**src/hlf_pkg.sv**
```systemverilog
package hlf_pkg;

  // ****************************************
  // Clock and line rate
  // ****************************************
  localparam int unsigned CLK_HZ = 25_000_000;
  localparam int unsigned LINE_BAUD = 38400;
  localparam logic [15:0] BAUD_DIV_DEF = 16'(CLK_HZ / LINE_BAUD);
  localparam logic [3:0] BITS_PER_CHAR = 4'hA;
  localparam logic [3:0] STOP_SLOT = 4'h1;

  // Reply timeout: time in ms and derived cycle count
  localparam int unsigned RSP_TMO_MS = 100;
  localparam int unsigned RSP_TMO_CYC = CLK_HZ / 1000 * RSP_TMO_MS;

  // ****************************************
  // Framing characters
  // ****************************************
  localparam logic [7:0] CH_ENQ = 8'h05;
  localparam logic [7:0] CH_AT = 8'h40;
  localparam logic [7:0] CH_STAR = 8'h2A;
  localparam logic [7:0] CH_CR = 8'h0D;

  // ****************************************
  // Command buffer and reply layout
  // ****************************************
  localparam int unsigned BUF_AW = 6;
  localparam int unsigned BUF_DEPTH = 1 << BUF_AW;
  localparam logic [7:0] POS_MP_AT = 8'h00;
  localparam logic [7:0] POS_MP_IDH = 8'h01;
  localparam logic [7:0] POS_MP_IDL = 8'h02;
  localparam logic [7:0] POS_MP_HDR = 8'h03;
  localparam logic [7:0] POS_PP_HDR = 8'h00;
  localparam logic [7:0] HDR_LEN = 8'h02;
  localparam logic [7:0] POS_MAX = 8'hFF;

  // Transmit sequence slots
  localparam logic [2:0] SQ_AT = 3'h0;
  localparam logic [2:0] SQ_IDH = 3'h1;
  localparam logic [2:0] SQ_IDL = 3'h2;
  localparam logic [2:0] SQ_BODY = 3'h3;
  localparam logic [2:0] SQ_FCSH = 3'h4;
  localparam logic [2:0] SQ_FCSL = 3'h5;
  localparam logic [2:0] SQ_STAR = 3'h6;
  localparam logic [2:0] SQ_CR = 3'h7;

  typedef enum logic [2:0] {
    ST_IDLE = 3'h0,
    ST_ENQ = 3'h1,
    ST_ENQW = 3'h3,
    ST_SEND = 3'h2,
    ST_RECV = 3'h6
  } hlf_state_type;

  // Nibble to upper-case ASCII hex digit
  function automatic logic [7:0] nib2hex(input logic [3:0] n);
    nib2hex = (n < 4'hA) ? (8'h30 + {4'h0, n}) : (8'h37 + {4'h0, n});
  endfunction : nib2hex

  // ASCII hex digit to nibble; lower case accepted
  function automatic logic [3:0] hex2nib(input logic [7:0] c);
    if (c >= 8'h61) begin
      hex2nib = 4'(c - 8'h57);
    end else if (c >= 8'h41) begin
      hex2nib = 4'(c - 8'h37);
    end else begin
      hex2nib = 4'(c - 8'h30);
    end
  endfunction : hex2nib

endpackage : hlf_pkg

```
**src/hlf_buf.sv**
```systemverilog
`timescale 1ns/1ns
module hlf_buf (
  input wire logic clk,
  input wire logic we,
  input wire logic [hlf_pkg::BUF_AW-1:0] waddr,
  input wire logic [7:0] wdata,
  input wire logic [hlf_pkg::BUF_AW-1:0] raddr,
  output logic [7:0] rdata
);
  import hlf_pkg::*;

  logic [7:0] mem [BUF_DEPTH];

  always_ff @(posedge clk) begin
    if (we) begin
      mem[waddr] <= wdata;
    end
    rdata <= mem[raddr];
  end

endmodule : hlf_buf

```
**src/hlf_host.sv**
```systemverilog
`timescale 1ns/1ns
// Behaviour
// - Line defaults to 38400 baud 8N1; rate changeable through baud_div.
// - Point-to-point frame: two-char header, ASCII data, then '*' and CR.
// - Binary values travel as two ASCII hex characters, 00 to FF.
// - Host opens a point-to-point session by sending Ctrl-E (05h).
// - Device echoes Ctrl-E when ready; host waits for that echo.
// - After the echo host sends its frame at once, then awaits reply.
// - Multi-point frame: '@', two-hex station ID, ..., two-char check, terminator.
// - Check value is XOR of all characters from '@' to last data char.
// - Multi-point host sends no Ctrl-E; single command/reply exchange.
// - Every station on a shared line has a distinct ID.
module hlf_host #(
  parameter int unsigned TMO_CYC = hlf_pkg::RSP_TMO_CYC
) (
  input wire logic mclk,
  input wire logic nrst,
  input wire logic [15:0] baud_div,
  input wire logic start,
  input wire logic mode_multi,
  input wire logic [7:0] station_id,
  input wire logic cmd_we,
  input wire logic [7:0] cmd_wdata,
  input wire logic ser_rx,
  output logic ser_tx,
  output logic ser_tx_oe,
  output logic busy,
  output logic done,
  output logic rsp_valid,
  output logic [7:0] rsp_data,
  output logic rsp_ok,
  output logic err_rsp,
  output logic err_fcs,
  output logic err_tmo
);
  import hlf_pkg::*;

  hlf_state_type state_r;
  logic [2:0] seq_r;
  logic [BUF_AW-1:0] wptr_r, bidx_r;
  logic [7:0] buf_q, fcs_r, id_r, hdr0_r, hdr1_r;
  logic multi_r;
  logic [9:0] tx_sh_r;
  logic [3:0] tx_left_r, rx_left_r;
  logic [15:0] tx_cnt_r, rx_cnt_r;
  logic rx_m_r, rx_s_r, rx_v_r;
  logic [7:0] rx_sh_r, pos_r, rxx_r, h1_r, h2_r;
  logic hbad_r, star_r;
  logic [31:0] tmo_r;

  // ****************************************
  // Command buffer
  // ****************************************
  hlf_buf u_buf (
    .clk(mclk),
    .we(cmd_we & ~busy),
    .waddr(wptr_r),
    .wdata(cmd_wdata),
    .raddr(bidx_r),
    .rdata(buf_q)
  );

  // ****************************************
  // Decode
  // ****************************************
  wire tx_idle = (tx_left_r == 4'h0);
  wire [15:0] bit_last = baud_div - 16'h0001;
  wire sending = (state_r == ST_SEND);
  wire tx_load = (sending | (state_r == ST_ENQ)) & tx_idle;
  wire body_empty = (wptr_r == '0);
  wire body_last = (bidx_r + 1'b1 == wptr_r);
  wire [2:0] after_body = multi_r ? SQ_FCSH : SQ_STAR;
  wire [2:0] after_id = body_empty ? after_body : SQ_BODY;
  wire in_fcs = (seq_r == SQ_AT) | (seq_r == SQ_IDH) | (seq_r == SQ_IDL) | (seq_r == SQ_BODY);
  wire [7:0] tx_char =
    (state_r == ST_ENQ) ? CH_ENQ :
    (seq_r == SQ_AT) ? CH_AT :
    (seq_r == SQ_IDH) ? nib2hex(id_r[7:4]) :
    (seq_r == SQ_IDL) ? nib2hex(id_r[3:0]) :
    (seq_r == SQ_BODY) ? buf_q :
    (seq_r == SQ_FCSH) ? nib2hex(fcs_r[7:4]) :
    (seq_r == SQ_FCSL) ? nib2hex(fcs_r[3:0]) :
    (seq_r == SQ_STAR) ? CH_STAR : CH_CR;
  wire tmo_hit = (tmo_r == 32'(TMO_CYC - 1));
  wire enq_echo = rx_v_r & (rx_sh_r == CH_ENQ) & (state_r == ST_ENQW);
  wire rx_in = rx_v_r & (state_r == ST_RECV);
  wire rx_star = rx_in & (rx_sh_r == CH_STAR);
  wire rx_end = rx_in & (rx_sh_r == CH_CR) & star_r;
  wire rx_dat = rx_in & ~rx_star & ~rx_end;
  // Expected reply character at each header position
  wire [7:0] hdr_base = multi_r ? POS_MP_HDR : POS_PP_HDR;
  wire chk_en = (multi_r & (pos_r < POS_MP_HDR)) | (pos_r == hdr_base) | (pos_r == hdr_base + 8'h01);
  wire [7:0] exp_c =
    (multi_r & (pos_r == POS_MP_AT)) ? CH_AT :
    (multi_r & (pos_r == POS_MP_IDH)) ? nib2hex(id_r[7:4]) :
    (multi_r & (pos_r == POS_MP_IDL)) ? nib2hex(id_r[3:0]) :
    (pos_r == hdr_base) ? hdr0_r : hdr1_r;
  wire hdr_miss = rx_dat & chk_en & (rx_sh_r != exp_c);
  wire [7:0] rx_calc = rxx_r ^ h1_r ^ h2_r;
  wire [7:0] rx_got = {hex2nib(h2_r), hex2nib(h1_r)};
  wire short_rsp = (pos_r < hdr_base + HDR_LEN + (multi_r ? HDR_LEN : 8'h00));
  wire bad_rsp = hbad_r | short_rsp;
  wire bad_fcs = multi_r & ~bad_rsp & (rx_got != rx_calc);
  wire fin_tmo = ((state_r == ST_ENQW) | (state_r == ST_RECV)) & tmo_hit & ~rx_end;

  // ****************************************
  // Transmitter, 8N1
  // ****************************************
  always_ff @(posedge mclk) begin
    if (!nrst) begin
      tx_sh_r <= '0;
      tx_left_r <= '0;
      tx_cnt_r <= '0;
      ser_tx <= 1'b1;
      ser_tx_oe <= 1'b0;
    end else begin
      ser_tx_oe <= tx_load | ~tx_idle;
      if (tx_load) begin
        ser_tx <= 1'b0;
        tx_sh_r <= {1'b1, 1'b1, tx_char};
        tx_left_r <= BITS_PER_CHAR;
        tx_cnt_r <= bit_last;
      end else if (!tx_idle) begin
        if (tx_cnt_r == '0) begin
          tx_cnt_r <= bit_last;
          tx_left_r <= tx_left_r - 4'h1;
          ser_tx <= tx_sh_r[0];
          tx_sh_r <= {1'b1, tx_sh_r[9:1]};
        end else begin
          tx_cnt_r <= tx_cnt_r - 16'h0001;
        end
      end
    end
  end

  // ****************************************
  // Receiver, mid-bit sampling
  // ****************************************
  always_ff @(posedge mclk) begin
    if (!nrst) begin
      rx_m_r <= 1'b1;
      rx_s_r <= 1'b1;
      rx_left_r <= '0;
      rx_cnt_r <= '0;
      rx_sh_r <= '0;
      rx_v_r <= 1'b0;
    end else begin
      rx_m_r <= ser_rx;
      rx_s_r <= rx_m_r;
      rx_v_r <= 1'b0;
      if (rx_left_r == '0) begin
        if (!rx_s_r) begin
          rx_left_r <= BITS_PER_CHAR;
          rx_cnt_r <= {1'b0, baud_div[15:1]};
        end
      end else if (rx_cnt_r != '0) begin
        rx_cnt_r <= rx_cnt_r - 16'h0001;
      end else begin
        rx_cnt_r <= bit_last;
        // A glitch that is high again at mid start bit is dropped
        rx_left_r <= (rx_left_r == BITS_PER_CHAR && rx_s_r) ? 4'h0 : rx_left_r - 4'h1;
        if (rx_left_r == STOP_SLOT) begin
          rx_v_r <= rx_s_r;
        end else if (rx_left_r != BITS_PER_CHAR) begin
          rx_sh_r <= {rx_s_r, rx_sh_r[7:1]};
        end
      end
    end
  end

  // ****************************************
  // Session sequencer
  // ****************************************
  always_ff @(posedge mclk) begin
    if (!nrst) begin
      state_r <= ST_IDLE;
      seq_r <= SQ_AT;
      wptr_r <= '0;
      bidx_r <= '0;
      fcs_r <= '0;
      id_r <= '0;
      hdr0_r <= '0;
      hdr1_r <= '0;
      multi_r <= 1'b0;
      tmo_r <= '0;
      busy <= 1'b0;
      done <= 1'b0;
      rsp_ok <= 1'b0;
      err_rsp <= 1'b0;
      err_fcs <= 1'b0;
      err_tmo <= 1'b0;
    end else begin
      done <= 1'b0;
      tmo_r <= (rx_v_r | tmo_hit) ? '0 : tmo_r + 32'h1;
      unique case (state_r)
        ST_IDLE: begin
          if (cmd_we) begin
            wptr_r <= wptr_r + 1'b1;
          end
          if (start) begin
            busy <= 1'b1;
            multi_r <= mode_multi;
            id_r <= station_id;
            bidx_r <= '0;
            fcs_r <= '0;
            tmo_r <= '0;
            {rsp_ok, err_rsp, err_fcs, err_tmo} <= 4'h0;
            seq_r <= mode_multi ? SQ_AT : after_id;
            state_r <= mode_multi ? ST_SEND : ST_ENQ;
          end
        end
        ST_ENQ: begin
          tmo_r <= '0;
          state_r <= ST_ENQW;
        end
        ST_ENQW: begin
          if (enq_echo) begin
            state_r <= ST_SEND;
          end
        end
        ST_SEND: begin
          tmo_r <= '0;
          if (tx_load) begin
            if (in_fcs) begin
              fcs_r <= fcs_r ^ tx_char;
            end
            unique case (seq_r)
              SQ_AT: seq_r <= SQ_IDH;
              SQ_IDH: seq_r <= SQ_IDL;
              SQ_IDL: seq_r <= after_id;
              SQ_BODY: begin
                if (bidx_r == '0) begin
                  hdr0_r <= tx_char;
                end
                if (bidx_r == BUF_AW'(1)) begin
                  hdr1_r <= tx_char;
                end
                bidx_r <= bidx_r + 1'b1;
                seq_r <= body_last ? after_body : SQ_BODY;
              end
              SQ_FCSH: seq_r <= SQ_FCSL;
              SQ_FCSL: seq_r <= SQ_STAR;
              SQ_STAR: seq_r <= SQ_CR;
              SQ_CR: state_r <= ST_RECV;
            endcase
          end
        end
        ST_RECV: begin
          if (rx_end) begin
            rsp_ok <= ~bad_rsp & ~bad_fcs;
            err_rsp <= bad_rsp;
            err_fcs <= bad_fcs;
          end
        end
        default: state_r <= ST_IDLE;
      endcase
      if (rx_end | fin_tmo) begin
        err_tmo <= fin_tmo;
        done <= 1'b1;
        busy <= 1'b0;
        wptr_r <= '0;
        state_r <= ST_IDLE;
      end
    end
  end

  // ****************************************
  // Reply parser
  // ****************************************
  always_ff @(posedge mclk) begin
    if (!nrst) begin
      pos_r <= '0;
      rxx_r <= '0;
      h1_r <= '0;
      h2_r <= '0;
      hbad_r <= 1'b0;
      star_r <= 1'b0;
      rsp_valid <= 1'b0;
      rsp_data <= '0;
    end else begin
      rsp_valid <= rx_dat;
      if (sending) begin
        pos_r <= '0;
        rxx_r <= '0;
        h1_r <= '0;
        h2_r <= '0;
        hbad_r <= 1'b0;
        star_r <= 1'b0;
      end else if (rx_in) begin
        star_r <= rx_star;
        if (rx_dat) begin
          rsp_data <= rx_sh_r;
          pos_r <= (pos_r == POS_MAX) ? pos_r : pos_r + 8'h01;
          rxx_r <= rxx_r ^ rx_sh_r;
          h2_r <= h1_r;
          h1_r <= rx_sh_r;
          hbad_r <= hbad_r | hdr_miss;
        end
      end
    end
  end

endmodule : hlf_host

```
**config.mk**
```make
export PLATFORM = sky130hd
export DESIGN_NAME = hlf_host
export DESIGN_NICKNAME = d
export VERILOG_FILES = /design/src/hlf_pkg.sv /design/src/hlf_buf.sv /design/src/hlf_host.sv
export SDC_FILE = /design/constraint.sdc
export NUM_CORES = 1
export LEC_CHECK = 0
export BUFFER_PORTS_ARGS = -buffer_cell sky130_fd_sc_hd__buf_2
export CAP_MARGIN = 15
export CORE_ASPECT_RATIO = 1.75
export CORE_MARGIN = 3
export CORE_UTILIZATION = 55
export DETAILED_ROUTE_END_ITERATION = 8
export HOLD_SLACK_MARGIN = 0.03
export MAX_ROUTING_LAYER = met4
export PLACE_DENSITY_LB_ADDON = 0.05
export SLEW_MARGIN = 15
export SYNTH_ARGS = -nofsm -noshare
export SYNTH_HDL_FRONTEND = slang
export SYNTH_SLANG_ARGS = --single-unit
```
**constraint.sdc**
```tcl
create_clock -name mclk -period 4.3 [get_ports mclk]
set_input_delay 1.075 -clock mclk [delete_from_list [all_inputs] [get_ports mclk]]
set_output_delay 1.075 -clock mclk [all_outputs]
set_load 0.1 [all_outputs]
```
Yosys cells after proc, flatten, opt, wreduce, memory -nomap -nowiden
Memories as Yosys holds them, arrays and structs flattened. A register that Yosys moved wholly into a read port is not among the register bits. Index checks and enable logic that the tools add are counted.

$add $sub $neg: 26. $mul: 0. Div/mod/pow operators: 0. Magnitude comparators: 10. Eq/ne operators: 38. Shifts and indexed selects: 0. Multiplexer cells: 78. Bitwise operators: 50. Reductions and logical operators: 37.

Operator list (number): 16-bit 2-to-1 mux (6); 8-bit 2-to-1 mux (12); 32-bit 2-to-1 mux (2); 32-bit case mux with 2 select lines (1); 6-bit by 4-bit adder with 7-bit output (first input constant) (8); 16-bit by 1-bit subtractor with 16-bit output (second input constant) (3); 4-bit 2-to-1 mux (11); 7-bit 2-to-1 mux (6); 32-bit by 1-bit adder with 32-bit output (second input constant) (1); 32-bit by 22-bit == test with 1-bit output (second input constant) (1); 8-bit by 7-bit >= comparator with 1-bit output (second input constant) (4); 8-bit XOR (4); 10-bit 2-to-1 mux (3); 3-bit 2-to-1 mux (9); 6-bit 2-to-1 mux (4); 4-bit AND reduction (6); 1-bit AND (21); 3-bit case mux with 7 select lines (1); 16-bit logical NOT (1); 4-bit < comparator (second input constant) (4); 8-bit != test (2); 8-bit case mux with 2 select lines (1); 16-bit nonzero test (1); 4-bit by 1-bit subtractor with 4-bit output (second input constant) (4); 46 further kinds (123).

Register bits after elaboration: 195. Latch bits: 0. RAM bits: 512. Memory bits (read-only): 0. Input port bits: 38. Word-level logic and storage cells: 276. Memories: 1.

Memories: u_buf.mem (words 64, width 8, rd ports 1, clocked after memory_dff 1, write ports 1, line hlf_buf.sv:12) `logic [7:0] mem [BUF_DEPTH];`.

Depth between registers and ports, before layout
Depth in word-level cells: 13. Mapped depth: 11. Gate-level depth less buffers: 10.

Hierarchy
Synthesis repeated with hierarchy kept, for this count alone.

Cells, all modules: 2355. Area, all modules: 31096.1 µm².

By module, submodules not included: hlf_buf (instances 1, cells an instance 972, area an instance 20190.6 µm², seq. area each 15534.9 µm²); hlf_host (instances 1, cells an instance 1383, area an instance 10905.5 µm², seq. area each 3903.7 µm²).

Least setup slack after synthesis
Ideal clock, no wire load.

Path type: in2reg. From: in baud_div[4]. To: reg rx_cnt_r[12]. Library setup time: 137 ps. Data arrival time: 2712 ps. Data required time: 4163 ps. Setup slack: 1451 ps. Stages: 8. Path buffers: 0. Path through: nor4_2 nand2_1 or3_1 or3_1 xor2_1 nor2_1 a211oi_1 a211oi_1.

Word-level cells in the longest chain between the ends: 3.

RTL lines: from (decl) (line hlf_host.sv:18) `input wire logic [15:0] baud_div,`; 16-bit by 1-bit subtractor with 16-bit output (line hlf_host.sv:67) `wire [15:0] bit_last = baud_div - 16'h0001;`; 16-bit 2-to-1 mux (line hlf_host.sv:156) `end else if (rx_cnt_r != '0) begin`; 16-bit 2-to-1 mux (line hlf_host.sv:151) `if (rx_left_r == '0) begin`; to (signal assigned) (line hlf_host.sv:154) `rx_cnt_r <= {1'b0, baud_div[15:1]};`; to (signal assigned) (line hlf_host.sv:157) `rx_cnt_r <= rx_cnt_r - 16'h0001;`; to (signal assigned) (line hlf_host.sv:159) `rx_cnt_r <= bit_last;`; to (decl) (line hlf_host.sv:45) `logic [15:0] tx_cnt_r, rx_cnt_r;`.

Every way passes these cells. A chain may end at the register's enable or synchronous reset.

Worst setup path after layout
From: reg tx_cnt_r[0]. To: reg tx_sh_r[4].

Word-level cells in the longest chain between the ends: 3.

RTL lines: from (decl) (line hlf_host.sv:45); from (signal assigned) (line hlf_host.sv:122) `tx_cnt_r <= bit_last;`; from (signal assigned) (line hlf_host.sv:125) `tx_cnt_r <= bit_last;`; from (signal assigned) (line hlf_host.sv:130) `tx_cnt_r <= tx_cnt_r - 16'h0001;`; 16-bit logical NOT (line hlf_host.sv:124) `if (tx_cnt_r == '0) begin`; 2-bit nonzero test (no line); 2-bit AND reduction (no line); to (signal assigned) (line hlf_host.sv:120) `tx_sh_r <= {1'b1, 1'b1, tx_char};`; to (signal assigned) (line hlf_host.sv:128) `tx_sh_r <= {1'b1, tx_sh_r[9:1]};`; to (decl) (line hlf_host.sv:43) `logic [9:0] tx_sh_r;`.

Every way passes these cells.

==> results.md <==
* Most common cell on crit path: nor2_1
* Startpoint types: flip-flop
* TritonCTS buffer count at 69
* R2r endpoint: tx_sh_r[4]
* Post-CTS Resized at 0
* Die Ht at 319 µm
* Clock buffer depth at 3
* Syn_area_per_cell at 13.9 µm²
* Top delay family on crit path: simple AND/OR/NAND/NOR gates
* Cell Chain, Critical Path: inv_1 -> ha_1 -> nor3b_1 -> nand3_1 -> or3_1 -> nor2_2 -> mux2i_1 -> nor2_1 -> a21oi_1 -> nor2_1
* Max frequency at 320 MHz
* Switch Pwr at ~0.0059 W
* Synthesized instance count at 2214
* Clock share of power at 33.1%
* Overflow left after global routing at 0
* Core Area at 55300 µm²
* Global-route wire length before repair at between 100000 and 150000 µm
* Yosys reg bits at between 700 and 800
* Worst relative slew slack at 25.6%
* Ys async rst share at 0%
* Number of I/O pins at 55
* Post-cts hold buffer count at 0
* Port buffer count at 54
* GRT Total Usage at approximately a quarter
* Post-layout util at 61.8%
* CP arrival at between 3000 and 4000 ps
* Ys flop type: edfxtp_1
* Antenna Nets Post-Route at 0
* Post-DP HPWL at 49700 µm
* Worst Path Required at between 4000 and 5000 ps
* Crit. Startpoint: tx_cnt_r[0]
* Fin Clk Skew at 28.3 ps
* Max Cap Violations at 0
* Final setup violation count at 0
* Yosys cell types at 82
* Comb pwr share at between 20% and 30%
* Count of final hold-check violations at 0
* Min-Delay Startpoint: rx_m_r
* Hold path endpoint: rx_s_r
* Syn nets at 2283
* Commonest cells after routing, fill and taps aside: edfxtp_1, nor2_1, dfxtp_1, nand2_1, mux4_2
* Critical Path Sink Type: flip-flop
* Postcts setup bufs at 0
* CP max FO at 14
* Worst Hold Slack at roughly 420 ps
* Minimum clock period at 3120 ps
* GP Congestion at between 0.8 and 0.9
* Skew-Pair Late Insertion Delay at 610 ps
* Seq/Total Area, Yosys at a little over three fifths
* Final WL at between 70000 and 80000 µm
* Most common cell after layout, fill and taps aside: edfxtp_1
* Buf+Inv Stages, Crit Path at 1
* CTS Sinks at 715
* Syn-to-layout area delta at 10.9%
* PnR Total Power at 0.0190 W
* Routed wire length per instance at 24.5 µm
* DIE AREA at between 50000 and 60000 µm²
* Largest net degree at the start of global routing at 69
* Unrepaired setup endpoints after global routing: false
* Share of cells above drive strength 1 at about 17%
* FF-to-FF Start: tx_cnt_r[0]
* DR DRC count at 0
* Slowest CP cell: nor2_2
* Power Internal at roughly 0.013 W
* Reg2reg path depth at 10
* Switching Share at 30.8%
* CP Class: flip-flop to flip-flop
* Peak supply drop at slightly above 0.4 mV
* Worst-path clk slew at about 60 ps
* Die Wd at between 150 and 200 µm
* CTS H-Tree Depth at 3
* Kind of path behind the tightest hold check: flip-flop to flip-flop
* CP peak stage delay at ~630 ps
* Slew @ Worst Pin at 1110 ps
* Status: complete, no violations
* Pleak at between 10 and 15 nW
* Mapped Area at 30800 µm²
* Vias at 18433
* Final worst-path cycle share at 72.6%
* Reg-to-reg slack, setup at 1180 ps
* Initial Util at 55.7%
* TritonRoute pass-1 iters at 7
* CP Depth at 10
* CTS tree: built
* Rows at between 100 and 150
* Total number of yosys warnings at 0
* Root Buffer: clkbuf_16
* Initial antenna violation count at 1
* Max-slew violation count at 0
* Hold path cells at 1
* Via density at just over 6
* Power density over cell area at ~560 nW/µm²
* Number of global-route vias before repair at between 15000 and 20000
* Post-synth EDFFs at slightly above 500
* Initial DRC Count at 1319
* Sequential power share at 43.2%
* Nets at 2335
* Setup_tns at 0 ps
-- sequential cells by signal (all words and copies together), names as in the netlist, 10 cells and up --
name	flops
u_buf.mem	512
tx_sh_r	10
rx_cnt_r	16
tmo_r	32
tx_cnt_r	16
-- worst max path at each step --
stage	to	slack, ps
4_1_cts	tmo_r[4]	1110
2_1_floorplan	rx_cnt_r[12]	1450
3_3_place_gp	rx_cnt_r[12]	1090
5_1_grt	tmo_r[13]	810
6_report	tx_sh_r[4]	1180
3_5_place_dp	rx_cnt_r[12]	1090
-- cells in the mapped netlist, drive strengths merged (31+ instances only) --
library cell | n | area (µm²)
dfxtp | 203 | 4060
xnor2 | 61 | 534
nand3 | 39 | 195
ha | 31 | 388
o21ai | 53 | 265
edfxtp | 512 | 15400
nor2 | 269 | 1020
buf | 38 | 235
mux2i | 46 | 460
clkbuf | 75 | 282
inv | 44 | 165
nor3 | 47 | 245
a21oi | 117 | 586
mux4 | 168 | 3780
xor2 | 57 | 499
nand2 | 182 | 683
-- power groups by stage --
stage	Combinational (W)	Clock (W)	Sequential (W)
finish	0.00451	0.00629	0.00821
global route	0.00492	0.00671	0.00826
CTS	0.00450	0.00643	0.00820
detailed placement	0.00447	0	0.00834
global placement	0.00440	0	0.00832
floorplan	0.00336	0	0.00817
-- cell type report --
cell class	count	area (µm²)
clock inverter	32	407
tap	696	871
timing repair buffer	94	648
inverter	44	165
multi-input combinational	1342	10700
fill	4245	21200
antenna	1	2.50
sequential	715	19400
clock buffer	94	1940
-- metal layers --
metal | track usage [%] | up-vias | routed length [µm]
met2 | 47.1 | 523 | 41000
li1 | - | 8480 | -
met5 | - | - | 0
met1 | 28.7 | 9265 | 26500
met4 | 11.0 | 0 | 3260
met3 | 3.42 | 165 | 3100
-- per-stage QoR --
| step | cell area [µm²] | worst slack, ps | cells |
|---|---|---|---|
| 2_1_floorplan | 30800 | 1450 | 2214 |
| 3_3_place_gp | 31800 | 1090 | 2891 |
| 3_5_place_dp | 31800 | 1090 | 2891 |
| 4_1_cts | 34200 | 1110 | 3017 |
| 5_1_grt | 34200 | 813 | 3018 |
| 6_report | 34200 | 1180 | 3018 |
-- cell families after synthesis --
family	count (synthesis)	share of synthesized area, %
flops	715	63.1
simple gates	684	10.3
compound gates	290	5.83
mux	219	14.0
buf+inv	157	2.21
xor+xnor	118	3.35
fa+ha+maj	31	1.26
Note: power is estimated with default switching activity, not from simulation.
